[src/core/hbp_cfg.svh]
// Constants and functional notes for the host bus port with DMA requests.
// Functional notes
// - Port is eight bits; multiplexed mode takes address then data on shared lines.
// - Non-multiplexed mode takes address from separate lines, data on separate lines.
// - Indirect option in non-multiplexed mode decodes only the lowest address line.
// - Both separate read/write strobes and data strobe with direction are supported.
// - Separate-strobe convention: asserted read strobe means a register read.
// - Separate-strobe convention: asserted write strobe means a register write.
// - Data-strobe convention: rising edge of the data strobe ends the access.
// - Direction line high means read, low means write.
// - Register accesses are answered only while chip select is low.
// - Multiplexed mode captures the address while address latch enable is high.
// - Address latch enable also selects multiplexed or non-multiplexed operation.
// - Interrupt request is active low, open drain, never driven high.
// - Transmit request rises on start with a nonzero count, then while bytes remain and the transmit FIFO has room; it holds until a block's last byte.
// - Transmit moves full 64-byte blocks then one remainder block until count reached.
// - Transmit request drops right after the falling edge of the write strobe of a block's last byte.
// - Receive request drops right after the falling edge of the read strobe of a block's last byte.
// - First-channel DMA requests exist only in terminal-equipment mode; the port holds them low in every mode.
// - With DMA acknowledge low, address is ignored and strobes select FIFO top.
`ifndef HBP_CFG_SVH
`define HBP_CFG_SVH
`define HBP_DW        8
`define HBP_BLOCK     7'h40
`define HBP_FIFO_D    8
`define HBP_FIFO_AW   3
`define HBP_SYNC_N    3
// Synchroniser idle levels: strobes, select and acknowledge high, latch enable low.
`define HBP_SYNC_RST  6'h3B
`define HBP_BC_W      12
`endif

[src/core/hbp_pkg.sv]
// Types shared by the host bus port files.
package hbp_pkg;
  typedef enum logic [2:0] {
    HBP_IDLE   = 3'b001,
    HBP_ACCESS = 3'b010,
    HBP_DONE   = 3'b100
  } hbp_state_t;
endpackage : hbp_pkg

[src/core/hbp_fifo.sv]
// Small synchronous FIFO with valid/ready on both sides and registered read data.
`timescale 1ns/1ps
`include "hbp_cfg.svh"
module hbp_fifo #(
  parameter int WIDTH = `HBP_DW,
  parameter int DEPTH = `HBP_FIFO_D,
  parameter int AW    = `HBP_FIFO_AW
) (
  // Clock and control.
  input  wire logic             clk,
  input  wire logic             rst,
  input  wire logic             ce,
  // Fill side.
  input  wire logic             in_valid,
  output logic                  in_ready,
  input  wire logic [WIDTH-1:0] in_data,
  // Drain side.
  output logic                  out_valid,
  input  wire logic             out_ready,
  output logic      [WIDTH-1:0] out_data,
  output logic      [AW:0]      level
);
  logic [WIDTH-1:0] mem [DEPTH];
  logic [AW-1:0]    wp;
  logic [AW-1:0]    rp;
  logic [AW:0]      cnt;
  wire              push = in_valid && in_ready;
  wire              pop  = out_valid && out_ready;
  wire              head_load = (cnt != '0) && (!out_valid || pop);
  assign in_ready = (cnt + {{AW{1'b0}}, out_valid}) < (AW+1)'(DEPTH);
  assign level    = cnt + {{AW{1'b0}}, out_valid};
  // Head word sits in a register so the drain sees flop-driven data.
  always_ff @(posedge clk) begin
    if (rst) begin
      wp <= '0;
      rp <= '0;
      cnt <= '0;
      out_valid <= 1'b0;
      out_data <= '0;
    end else if (ce) begin
      if (push) begin
        mem[wp] <= in_data;
        wp <= wp + 1'b1;
      end
      if (head_load) begin
        out_data <= mem[rp];
        rp <= rp + 1'b1;
      end
      out_valid <= head_load || (out_valid && !pop);
      cnt <= cnt + {{AW{1'b0}}, push} - {{AW{1'b0}}, head_load};
    end
  end
endmodule : hbp_fifo

[src/core/hbp_port.sv]
// Host bus port: register access decode, transmit and receive DMA requests.
`timescale 1ns/1ps
`include "hbp_cfg.svh"
module hbp_port #(
  parameter int DW  = `HBP_DW,
  parameter int BCW = `HBP_BC_W
) (
  // Clock, reset and enable.
  input  wire logic           CLK,
  input  wire logic           RST,
  input  wire logic           CE,
  // Configuration straps.
  input  wire logic           INDIRECT_MODE,
  input  wire logic           DATA_STROBE_MODE,
  input  wire logic           TERMINAL_EQUIPMENT_MODE,
  // Host strobes, all asynchronous.
  input  wire logic           CS_N,
  input  wire logic           RD_N,
  input  wire logic           WR_N,
  input  wire logic           ALE,
  input  wire logic           DMA_ACK_N,
  // Shared and separate lines.
  input  wire logic [DW-1:0]  SHARED_ADDR_DATA_LINES_IN,
  output logic      [DW-1:0]  SHARED_ADDR_DATA_LINES_OUT,
  output logic                SHARED_ADDR_DATA_LINES_OE,
  input  wire logic [DW-1:0]  SEPARATE_ADDRESS_LINES,
  input  wire logic [DW-1:0]  SEPARATE_DATA_LINES_IN,
  output logic      [DW-1:0]  SEPARATE_DATA_LINES_OUT,
  output logic                SEPARATE_DATA_LINES_OE,
  // Register side toward the internal controllers.
  output logic                REG_WR,
  output logic                REG_RD,
  output logic      [DW-1:0]  REG_ADDR,
  output logic      [DW-1:0]  REG_WDATA,
  input  wire logic [DW-1:0]  REG_RDATA,
  // Transmit FIFO drain and receive FIFO fill.
  input  wire logic [BCW-1:0] TX_BYTE_COUNT,
  input  wire logic           TX_START,
  output logic                TX_VALID,
  input  wire logic           TX_READY,
  output logic      [DW-1:0]  TX_DATA,
  input  wire logic           RX_VALID,
  output logic                RX_READY,
  input  wire logic [DW-1:0]  RX_DATA,
  input  wire logic [6:0]     RX_BLOCK,
  // Interrupt and DMA requests.
  input  wire logic           IRQ_PENDING,
  output logic                INT_N_OUT,
  output logic                INT_N_OE,
  output logic                TX_DMA_REQ_CHAN_TWO,
  output logic                RX_DMA_REQ_CHAN_TWO,
  output logic                TX_DMA_REQ_CHAN_ONE,
  output logic                RX_DMA_REQ_CHAN_ONE
);
  // ****************************************************************
  // Strobe synchronisation
  // ****************************************************************
  logic [5:0] s;
  hbp_sync #(.W(6)) u_sync (
    .clk      (CLK),
    .rst      (RST),
    .ce       (CE),
    .async_in ({CS_N, RD_N, WR_N, ALE, DMA_ACK_N, 1'b1}),
    .rst_val  (`HBP_SYNC_RST),
    .sync_out (s)
  );
  wire cs_n  = s[5];
  wire rd_n  = s[4];
  wire wr_n  = s[3];
  wire ale   = s[2];
  wire ack_n = s[1];
  logic rd_n_q;
  logic wr_n_q;
  logic ale_q;
  logic muxed;
  logic rd_n_q_dir;
  // In data-strobe mode the read strobe pin carries the strobe and the write pin the direction.
  wire strobe_act = DATA_STROBE_MODE ? !rd_n : (!rd_n || !wr_n);
  wire is_read    = DATA_STROBE_MODE ? wr_n : !rd_n;
  wire is_write   = !wr_n;
  wire ds_rise    = DATA_STROBE_MODE && rd_n && !rd_n_q;
  wire selected   = !cs_n;
  wire dma_acc    = !ack_n;
  // The address is taken when the latch enable is first seen high, while the lines
  // still carry it; the synchroniser delay would otherwise let data overwrite it.
  wire ale_rise   = ale && !ale_q;
  wire [DW-1:0] data_in = muxed ? SHARED_ADDR_DATA_LINES_IN : SEPARATE_DATA_LINES_IN;
  wire [DW-1:0] sep_addr = INDIRECT_MODE ? {{(DW-1){1'b0}}, SEPARATE_ADDRESS_LINES[0]}
                                         : SEPARATE_ADDRESS_LINES;
  logic [DW-1:0] mux_addr;
  wire [DW-1:0] addr = muxed ? mux_addr : sep_addr;
  // ****************************************************************
  // Access sequencing
  // ****************************************************************
  hbp_pkg::hbp_state_t state;
  hbp_pkg::hbp_state_t next_state;
  wire start   = strobe_act && (selected || dma_acc);
  wire finish  = DATA_STROBE_MODE ? ds_rise : !strobe_act;
  // Write data are taken as the access starts: the host may release them before the
  // delayed strobe end reaches the state machine.
  wire wr_end  = (state == hbp_pkg::HBP_ACCESS) && finish && !rd_n_q_dir;
  wire rd_fall = !DATA_STROBE_MODE ? (!rd_n && rd_n_q) : 1'b0;
  wire rd_rise = !DATA_STROBE_MODE ? (rd_n && !rd_n_q) : 1'b0;
  wire wr_fall = !DATA_STROBE_MODE ? (!wr_n && wr_n_q) : 1'b0;
  always_comb begin
    next_state = state;
    unique case (state)
      hbp_pkg::HBP_IDLE:   if (start) next_state = hbp_pkg::HBP_ACCESS;
      hbp_pkg::HBP_ACCESS: if (finish) next_state = hbp_pkg::HBP_DONE;
      hbp_pkg::HBP_DONE:   next_state = hbp_pkg::HBP_IDLE;
      default:             next_state = hbp_pkg::HBP_IDLE;
    endcase
  end
  wire entering  = (state == hbp_pkg::HBP_IDLE) && start;
  wire dma_tx_wr = entering && dma_acc && is_write;
  wire dma_rx_rd = entering && dma_acc && is_read;
  always_ff @(posedge CLK) begin
    if (RST) begin
      state <= hbp_pkg::HBP_IDLE;
      rd_n_q <= 1'b1;
      wr_n_q <= 1'b1;
      muxed <= 1'b0;
      ale_q <= 1'b0;
      mux_addr <= '0;
      rd_n_q_dir <= 1'b0;
      REG_WR <= 1'b0;
      REG_RD <= 1'b0;
      REG_ADDR <= '0;
      REG_WDATA <= '0;
    end else if (CE) begin
      state <= next_state;
      rd_n_q <= rd_n;
      wr_n_q <= wr_n;
      ale_q <= ale;
      if (ale) begin
        muxed <= 1'b1;
      end
      if (ale_rise) begin
        mux_addr <= SHARED_ADDR_DATA_LINES_IN;
      end
      if (entering) begin
        rd_n_q_dir <= is_read;
        REG_ADDR <= addr;
      end
      REG_RD <= entering && is_read && selected && !dma_acc;
      REG_WR <= wr_end && selected && !dma_acc;
      if (entering && is_write) begin
        REG_WDATA <= data_in;
      end
    end
  end
  // ****************************************************************
  // Data lines and interrupt
  // ****************************************************************
  wire drive = (state != hbp_pkg::HBP_IDLE) && rd_n_q_dir && (selected || dma_acc) && strobe_act;
  logic [DW-1:0] rx_head;
  wire [DW-1:0] rdata = dma_acc ? rx_head : REG_RDATA;
  always_ff @(posedge CLK) begin
    if (RST) begin
      SHARED_ADDR_DATA_LINES_OUT <= '0;
      SHARED_ADDR_DATA_LINES_OE <= 1'b0;
      SEPARATE_DATA_LINES_OUT <= '0;
      SEPARATE_DATA_LINES_OE <= 1'b0;
      INT_N_OUT <= 1'b0;
      INT_N_OE <= 1'b0;
    end else if (CE) begin
      SHARED_ADDR_DATA_LINES_OUT <= rdata;
      SEPARATE_DATA_LINES_OUT <= rdata;
      SHARED_ADDR_DATA_LINES_OE <= drive && muxed;
      SEPARATE_DATA_LINES_OE <= drive && !muxed;
      INT_N_OUT <= 1'b0;
      INT_N_OE <= IRQ_PENDING;
    end
  end
  // ****************************************************************
  // Transmit DMA: host writes into the FIFO, drained toward the controller
  // ****************************************************************
  logic [BCW-1:0] tx_left;
  logic [6:0]     tx_blk;
  wire            tx_in_ready;
  wire [`HBP_FIFO_AW:0] tx_level;
  wire [BCW-1:0]  blk_full = BCW'(`HBP_BLOCK);
  wire            tx_last = (tx_blk == 7'h01) || (tx_left == BCW'(1));
  wire            tx_want = (tx_left != '0) && tx_in_ready;
  hbp_fifo u_tx_fifo (
    .clk       (CLK),
    .rst       (RST),
    .ce        (CE),
    .in_valid  (wr_fall && dma_acc && TX_DMA_REQ_CHAN_TWO),
    .in_ready  (tx_in_ready),
    .in_data   (data_in),
    .out_valid (TX_VALID),
    .out_ready (TX_READY),
    .out_data  (TX_DATA),
    .level     (tx_level)
  );
  always_ff @(posedge CLK) begin
    if (RST) begin
      tx_left <= '0;
      tx_blk <= '0;
      TX_DMA_REQ_CHAN_TWO <= 1'b0;
    end else if (CE) begin
      if (TX_START) begin
        tx_left <= TX_BYTE_COUNT;
        tx_blk <= (TX_BYTE_COUNT > blk_full) ? `HBP_BLOCK : 7'(TX_BYTE_COUNT);
        TX_DMA_REQ_CHAN_TWO <= TX_BYTE_COUNT != '0;
      end else if (wr_fall && dma_acc && TX_DMA_REQ_CHAN_TWO) begin
        tx_left <= tx_left - BCW'(1);
        tx_blk <= tx_blk - 7'h01;
        if (tx_last) begin
          TX_DMA_REQ_CHAN_TWO <= 1'b0;
          tx_blk <= ((tx_left - BCW'(1)) > blk_full) ? `HBP_BLOCK
                    : 7'(tx_left - BCW'(1));
        end
      end else if (!TX_DMA_REQ_CHAN_TWO && tx_want && tx_blk != '0) begin
        TX_DMA_REQ_CHAN_TWO <= 1'b1;
      end
    end
  end
  // ****************************************************************
  // Receive DMA: controller fills the FIFO, host reads the head
  // ****************************************************************
  logic [6:0] rx_blk;
  wire        rx_valid_int;
  wire [`HBP_FIFO_AW:0] rx_level;
  logic       rx_pend;
  // The head leaves the FIFO only when the read strobe ends, so the byte stays on
  // the lines for the whole read; the request itself still drops at the strobe start.
  wire        rx_take = rd_fall && dma_acc && RX_DMA_REQ_CHAN_TWO;
  wire        rx_pop  = rx_pend && rd_rise;
  hbp_fifo u_rx_fifo (
    .clk       (CLK),
    .rst       (RST),
    .ce        (CE),
    .in_valid  (RX_VALID),
    .in_ready  (RX_READY),
    .in_data   (RX_DATA),
    .out_valid (rx_valid_int),
    .out_ready (rx_pop),
    .out_data  (rx_head),
    .level     (rx_level)
  );
  always_ff @(posedge CLK) begin
    if (RST) begin
      rx_blk <= '0;
      rx_pend <= 1'b0;
      RX_DMA_REQ_CHAN_TWO <= 1'b0;
    end else if (CE) begin
      rx_pend <= rx_take || (rx_pend && !rx_pop);
      if (rx_take) begin
        rx_blk <= rx_blk - 7'h01;
        if (rx_blk == 7'h01) begin
          RX_DMA_REQ_CHAN_TWO <= 1'b0;
        end
      end else if (!RX_DMA_REQ_CHAN_TWO && rx_valid_int && RX_BLOCK != '0) begin
        rx_blk <= RX_BLOCK;
        RX_DMA_REQ_CHAN_TWO <= 1'b1;
      end
    end
  end
  // First-channel requests are held low in every mode; TERMINAL_EQUIPMENT_MODE is not used.
  always_ff @(posedge CLK) begin
    if (RST) begin
      TX_DMA_REQ_CHAN_ONE <= 1'b0;
      RX_DMA_REQ_CHAN_ONE <= 1'b0;
    end else if (CE) begin
      TX_DMA_REQ_CHAN_ONE <= 1'b0;
      RX_DMA_REQ_CHAN_ONE <= 1'b0;
    end
  end
  // ****************************************************************
  // Assertions
  // ****************************************************************
  a_int_never_high: assert property (@(posedge CLK) disable iff (RST)
    INT_N_OE |-> !INT_N_OUT) else $error("interrupt line driven high");
  a_int_follows: assert property (@(posedge CLK) disable iff (RST || !CE)
    IRQ_PENDING |=> INT_N_OE) else $error("interrupt not asserted");
  a_tx_drop_last: assert property (@(posedge CLK) disable iff (RST || !CE)
    (wr_fall && dma_acc && TX_DMA_REQ_CHAN_TWO && tx_last && !TX_START)
    |=> !TX_DMA_REQ_CHAN_TWO) else $error("tx request not dropped");
  a_rx_drop_last: assert property (@(posedge CLK) disable iff (RST || !CE)
    (rx_take && rx_blk == 7'h01) |=> !RX_DMA_REQ_CHAN_TWO) else $error("rx request held");
  a_tx_idle_zero: assert property (@(posedge CLK) disable iff (RST)
    (tx_left == '0 && !$past(TX_START)) |-> !TX_DMA_REQ_CHAN_TWO)
    else $error("tx request with no bytes left");
  a_no_cs_no_reg: assert property (@(posedge CLK) disable iff (RST || !CE)
    (!selected) |=> !REG_RD) else $error("read without chip select");
  a_one_never: assert property (@(posedge CLK) disable iff (RST)
    !TX_DMA_REQ_CHAN_ONE && !RX_DMA_REQ_CHAN_ONE) else $error("channel one request");
  a_bus_one_drv: assert property (@(posedge CLK) disable iff (RST)
    !(SHARED_ADDR_DATA_LINES_OE && SEPARATE_DATA_LINES_OE)) else $error("both buses driven");
  // Access path and request levels.
  a_rd_one_pulse: assert property (@(posedge CLK) disable iff (RST || !CE)
    REG_RD |=> !REG_RD)
    else $error("read pulse longer than one cycle");
  a_wr_one_pulse: assert property (@(posedge CLK) disable iff (RST || !CE)
    REG_WR |=> !REG_WR)
    else $error("write pulse longer than one cycle");
  a_no_cs_wr: assert property (@(posedge CLK) disable iff (RST || !CE)
    !selected |=> !REG_WR)
    else $error("write without chip select");
  a_dma_no_reg: assert property (@(posedge CLK) disable iff (RST || !CE)
    dma_acc |=> !(REG_RD || REG_WR))
    else $error("register access during acknowledge");
  a_reg_addr_take: assert property (@(posedge CLK) disable iff (RST || !CE)
    (entering && !dma_acc) |=> (REG_ADDR == $past(addr)))
    else $error("register address not taken");
  a_ind_addr_low: assert property (@(posedge CLK) disable iff (RST)
    INDIRECT_MODE |-> (sep_addr[DW-1:1] == '0))
    else $error("indirect address uses upper lines");
  a_ds_end_access: assert property (@(posedge CLK) disable iff (RST || !CE)
    ((state == hbp_pkg::HBP_ACCESS) && DATA_STROBE_MODE && ds_rise) |=> (state == hbp_pkg::HBP_DONE))
    else $error("data strobe rise did not end access");
  a_ds_dir_read: assert property (@(posedge CLK) disable iff (RST || !CE)
    (DATA_STROBE_MODE && entering && selected && !dma_acc && wr_n) |=> REG_RD)
    else $error("direction high not decoded as read");
  a_mux_addr_take: assert property (@(posedge CLK) disable iff (RST || !CE)
    ale_rise |=> (mux_addr == $past(SHARED_ADDR_DATA_LINES_IN)))
    else $error("multiplexed address not latched");
  a_mux_sticky: assert property (@(posedge CLK) disable iff (RST || !CE)
    muxed |=> muxed)
    else $error("multiplexed style lost");
  a_sep_oe_read: assert property (@(posedge CLK) disable iff (RST || !CE)
    SEPARATE_DATA_LINES_OE |-> $past(rd_n_q_dir))
    else $error("data lines driven outside a read");
  a_int_quiet: assert property (@(posedge CLK) disable iff (RST || !CE)
    !IRQ_PENDING |=> !INT_N_OE)
    else $error("interrupt pulled without cause");
  a_tx_req_hold: assert property (@(posedge CLK) disable iff (RST || !CE)
    (TX_DMA_REQ_CHAN_TWO && !TX_START && !(wr_fall && dma_acc && tx_last)) |=> TX_DMA_REQ_CHAN_TWO)
    else $error("tx request dropped early");
  a_tx_blk_max: assert property (@(posedge CLK) disable iff (RST)
    tx_blk <= `HBP_BLOCK)
    else $error("tx block above limit");
  a_tx_count_down: assert property (@(posedge CLK) disable iff (RST || !CE)
    (wr_fall && dma_acc && TX_DMA_REQ_CHAN_TWO && !TX_START) |=> (tx_left == $past(tx_left) - BCW'(1)))
    else $error("tx byte count not decremented");
  a_rx_req_hold: assert property (@(posedge CLK) disable iff (RST || !CE)
    (RX_DMA_REQ_CHAN_TWO && !(rx_take && rx_blk == 7'h01)) |=> RX_DMA_REQ_CHAN_TWO)
    else $error("rx request dropped early");
  a_rx_pend_clear: assert property (@(posedge CLK) disable iff (RST || !CE)
    rx_pop |=> !rx_pend)
    else $error("rx read left pending");
  a_wr_data_take: assert property (@(posedge CLK) disable iff (RST || !CE)
    (entering && is_write) |=> (REG_WDATA == $past(data_in)))
    else $error("write data not taken");
endmodule : hbp_port

[src/core/hbp_sync.sv]
// Three-stage synchroniser bank that accepts a change once stages two and three agree.
`timescale 1ns/1ps
`include "hbp_cfg.svh"
module hbp_sync #(
  parameter int W = 6
) (
  input  wire logic         clk,
  input  wire logic         rst,
  input  wire logic         ce,
  input  wire logic [W-1:0] async_in,
  input  wire logic [W-1:0] rst_val,
  output logic      [W-1:0] sync_out
);
  logic [W-1:0] s1;
  logic [W-1:0] s2;
  logic [W-1:0] s3;
  wire  [W-1:0] agree = ~(s2 ^ s3);
  always_ff @(posedge clk) begin
    if (rst) begin
      s1 <= rst_val;
      s2 <= rst_val;
      s3 <= rst_val;
      sync_out <= rst_val;
    end else if (ce) begin
      s1 <= async_in;
      s2 <= s1;
      s3 <= s2;
      sync_out <= (agree & s3) | (~agree & sync_out);
    end
  end
endmodule : hbp_sync

[config.mk]
export PLATFORM = sky130hd
export DESIGN_NAME = hbp_port
export DESIGN_NICKNAME = d
export VERILOG_FILES = /design/src/core/hbp_pkg.sv /design/src/core/hbp_fifo.sv /design/src/core/hbp_port.sv /design/src/core/hbp_sync.sv
export VERILOG_INCLUDE_DIRS = /design/src /design/src/core
export SDC_FILE = /design/constraint.sdc
export NUM_CORES = 1
export LEC_CHECK = 0
export BUFFER_PORTS_ARGS = -buffer_cell sky130_fd_sc_hd__buf_2
export CAP_MARGIN = 40
export CORE_MARGIN = 2
export CORE_UTILIZATION = 40
export CTS_BUF_LIST = sky130_fd_sc_hd__clkbuf_2 sky130_fd_sc_hd__clkbuf_4 sky130_fd_sc_hd__clkbuf_8
export DETAILED_ROUTE_END_ITERATION = 10
export PLACE_DENSITY_LB_ADDON = 0.05
export SKIP_LAST_GASP = 1
export SYNTH_ARGS = -nofsm -noshare
export SYNTH_HDL_FRONTEND = slang
export SYNTH_SLANG_ARGS = --single-unit
[constraint.sdc]
create_clock -name CLK -period 3.25 [get_ports CLK]
set_clock_uncertainty 0.05 [all_clocks]
set_input_delay 0.1625 -clock CLK [delete_from_list [all_inputs] [get_ports CLK]]
set_output_delay 0.1625 -clock CLK [all_outputs]
set_load 0.01 [all_outputs]
==> results.sh <==
export IMPL_status="finished clean"
export IMPL_nFillCells=2656
export IMPL_antenna_found_initial=1
export IMPL_synth_xor_area_frac=0.0182
export IMPL_ys_types=73
export IMPL_fin_nets=1289
export IMPL_synthSimpleGateAreaFrac=0.121
export IMPL_h_tree_depth=2
export IMPL_cts_tree="yes"
export IMPL_synth_area_leader_cell="edfxtp_1"
export IMPL_die_x_um=174
export IMPL_wirelength_mm=27.8
export IMPL_whs_ns=0.0417
export IMPL_cp_top_family="adder cells"
export IMPL_crit_arrival_ns=3.04
export IMPL_diodes=0
export IMPL_finalPower_mw=8.74
export IMPL_final_setup_tns_ns=0
export IMPL_gr_usage_met2=0.300
export IMPL_use_met3=0.0351
export IMPL_drv_slew=0
export IMPL_crit_cells=13
export IMPL_critPathLaunch="u_tx_fifo.cnt[2]"
export IMPL_pin_count=126
export IMPL_required_ns=3.61
export IMPL_synthToLayoutAreaGrowth_pct=23.1
export IMPL_cp_endpoint="u_tx_fifo.cnt[2]"
export IMPL_hold_class="in -> reg"
export IMPL_start_kind="flip-flop"
export IMPL_synth_edf_count=128
export IMPL_core_area_sq_um=28500
export IMPL_final_cell_area_sq_um=14200
export IMPL_dp_final_hpwl_mm=18.0
export IMPL_placed_area_sq_um=12600
export IMPL_cpPeakStageDelay_ns=0.47
export IMPL_synthMuxAreaShare=0.120
export IMPL_grt_start_max_net_pins=60
export IMPL_die_area_sq_um=30200
export IMPL_synth_area_per_cell_sq_um=11.6
export IMPL_via_per_inst=5.11
export IMPL_setup_viol=0
export IMPL_layout_drive_gt1_share=0.243
export IMPL_die_y_um=174
export IMPL_synthTopCellsByArea="edfxtp_1 33%, dfxtp_1 23%, mux4_2 6.3%"
export IMPL_utilization=0.497
export IMPL_synth_adder_area_share=0.0284
export IMPL_met1_usage=0.250
export IMPL_worst_path_buf_inv=3
export IMPL_leakagePower_nw=5.34
export IMPL_worst_r2r_cell_count=13
export IMPL_globalplace_congestion=0.776
export IMPL_grt_pass1_vias=8097
export IMPL_synth_area_sq_um=11500
export IMPL_clkSlewWorstSetupHoldPaths_ns=0.06
export IMPL_drc=0
export IMPL_grt_usage=0.184
export IMPL_worstMarginPinSlew_ns=0.899
export IMPL_slowest_stage="or3b_2"
export IMPL_firstDrtPassIters=5
export IMPL_postSynth_asyncResetShare=0
export IMPL_synth_compound_area_share=0.109
export IMPL_cts_sinks=260
export IMPL_r2r_start="u_tx_fifo.cnt[2]"
export IMPL_synth_top_family_by_area="simple AND/OR/NAND/NOR gates"
export IMPL_grt_busiest_layer="met2"
export IMPL_rrSetupSlack_ns=0.57
export IMPL_netlist_instances=993
export IMPL_clk_latency_ns=0.56
export IMPL_postRouteAntennaNets=0
export IMPL_finalHoldViolCount=0
export IMPL_clockBufferDepth=3
export IMPL_rows=62
export IMPL_cp_max_fo=3
export IMPL_wl_per_cell_um=17.3
export IMPL_drv_cap=0
export IMPL_p_per_area_nw_per_um2=616
export IMPL_synth_seq_area_share=0.563
export IMPL_placement_io_buffers=121
export IMPL_synth_top_area_frac=0.334
export IMPL_rsz0062_at_grt="no"
export IMPL_dr_first_iter_drc_count=448
export IMPL_start_util=0.404
export IMPL_ir_drop_mv=0.306
export IMPL_cts_root_buffer="clkbuf_8"
export IMPL_worstSetupPathType="reg -> reg"
export IMPL_max_slew_margin=0.398
export IMPL_vias=8233
export IMPL_post_cts_buffers=0
export IMPL_cp_end_kind="flip-flop"
export IMPL_overflow=0
export IMPL_rr_endpoint="u_tx_fifo.cnt[2]"
export IMPL_grt_pass1_wl_mm=44.3
export IMPL_period_share=0.825
export IMPL_fmax_mhz=373
export IMPL_cts_buffers=47
export IMPL_period_needed_ns=2.68
export IMPL_ys_warnings_count=0
export IMPL_ys_flop_type="dfxtp_1"
export IMPL_timing_critical_path_cells="inv_1 > ha_1 > or3b_2 > and2_1 > ha_1 > inv_1 > ha_1 > inv_1 > fa_1 > xor2_1 > nor2_1 > a21oi_1 > nor2_1"
export IMPL_synth_seq_cells=260
area by class of cell:
| cell class | instances | area, sq um | area share |
|---|---|---|---|
| Clock buffer | 78 | 948 | 0.0669 |
| Timing Repair Buffer | 218 | 1510 | 0.107 |
| Clock inverter | 7 | 42.5 | 0.00300 |
| Multi-Input combinational cell | 633 | 4600 | 0.324 |
| Tap cell | 384 | 480 | 0.0339 |
| Inverter | 30 | 113 | 0.00794 |
| Sequential cell | 260 | 6490 | 0.457 |
cell usage after synthesis (all sizes together), types with 7 or more instances:
cell type and n:
dfxtp 132, edfxtp 128, nor2 124, nand2 66, a21oi 61, mux2i 56
buf 38, a211oi 34, clkbuf 34, mux4 32, o21ai 32, inv 28
ha 23, nor3 15, a22oi 13, nand3 13, xor2 13, nand2b 12
nor4 11, xnor2 11, mux2 9, or4 8, o22ai 7
power by group:
part           internal [mW]  switching, mW  total (mW)
combinational          0.862          0.935        1.80
sequential              3.62          0.149        3.77
clock                   1.84           1.33        3.17
total                   6.32           2.42        8.74
how the worst min path moves through the flow:
stage	startpoint	endpoint	slack, ns	cells past startpoint
2_1_floorplan	RX_DATA[0]	u_rx_fifo.mem[0][0]	0.21	0
3_3_place_gp	CS_N	u_sync.s1[5]	0.33	3
4_1_cts	SEPARATE_DATA_LINES_IN[3]	u_tx_fifo.mem[4][3]	0.001	2
3_5_place_dp	CS_N	u_sync.s1[5]	0.33	3
5_1_grt	SEPARATE_DATA_LINES_IN[3]	u_tx_fifo.mem[4][3]	0.03	2
6_report	SEPARATE_DATA_LINES_IN[3]	u_tx_fifo.mem[4][3]	0.04	2
cells in the final DEF, fill, tap and decap left out, types with 7 or more instances in the layout:
master	instances
edfxtp_1	128
a22oi_1	13
inv_1	27
nand3_1	13
clkbuf_8	58
ha_1	23
mux4_2	32
buf_4	33
xor2_1	13
mux2i_1	56
nor2_1	124
a211oi_1	33
dlygate4sd3_1	64
dfxtp_1	132
nor3_1	15
nand2_1	66
nand2b_1	12
o21ai_0	31
a21oi_1	61
or4_1	7
clkbuf_4	20
o22ai_1	7
buf_2	119
mux2_2	9
xnor2_1	11
nor4_1	8
flip-flops by register name, summed over array words and instances (netlist names), 5 cells and up, named ones only:
signal,cells
tx_left,12
u_sync.s1,5
rx_blk,7
u_tx_fifo.mem,64
REG_WDATA,8
u_rx_fifo.out_data,8
u_sync.s2,5
mux_addr,8
REG_ADDR,8
tx_blk,7
u_rx_fifo.mem,64
u_tx_fifo.out_data,8
SEPARATE_DATA_LINES_OUT,8
u_sync.s3,5
per-stage QoR:
step	std cells	worst slack [ns]
after detailed placement	1461	0.572
after global placement	1456	0.584
after CTS	1610	0.560
after floorplan	995	0.610
after global routing	1610	0.349
final	1610	0.570
worst reg2reg max path: stages, from the launching register on:
cell and delay, ns:
dfxtp_1 0.33, inv_1 0.08, ha_1 0.14, or3b_2 0.47, and2_1 0.18, ha_1 0.27
inv_1 0.06, ha_1 0.16, inv_1 0.06, fa_1 0.37, xor2_1 0.17, nor2_1 0.05
a21oi_1 0.11, nor2_1 0.05
per-layer routing:
layer | wire [um] | up-vias
li1 | - | 4063
met1 | 12700 | 3942
met2 | 13200 | 172
met3 | 1240 | 54
met4 | 609 | 2
met5 | 13 | -
cells by family (layout without fill, tap and decap cells):
family | count (synthesis) | in the layout
buffers and inverters | 102 | 333
adders and majority gates | 25 | 25
xor gates and xnor gates | 24 | 24
DFF | 260 | 260
muxes | 97 | 97
and+or+nand+nor | 291 | 291
AOI/OAI and AO/OA | 193 | 193
other | 1 | 3
timing repair:
action,in CTS,in global routing
endpoints found under the hold margin,160,0
resized for setup,0,0
hold buffers,64,0
(Power assumes the default switching activity.)
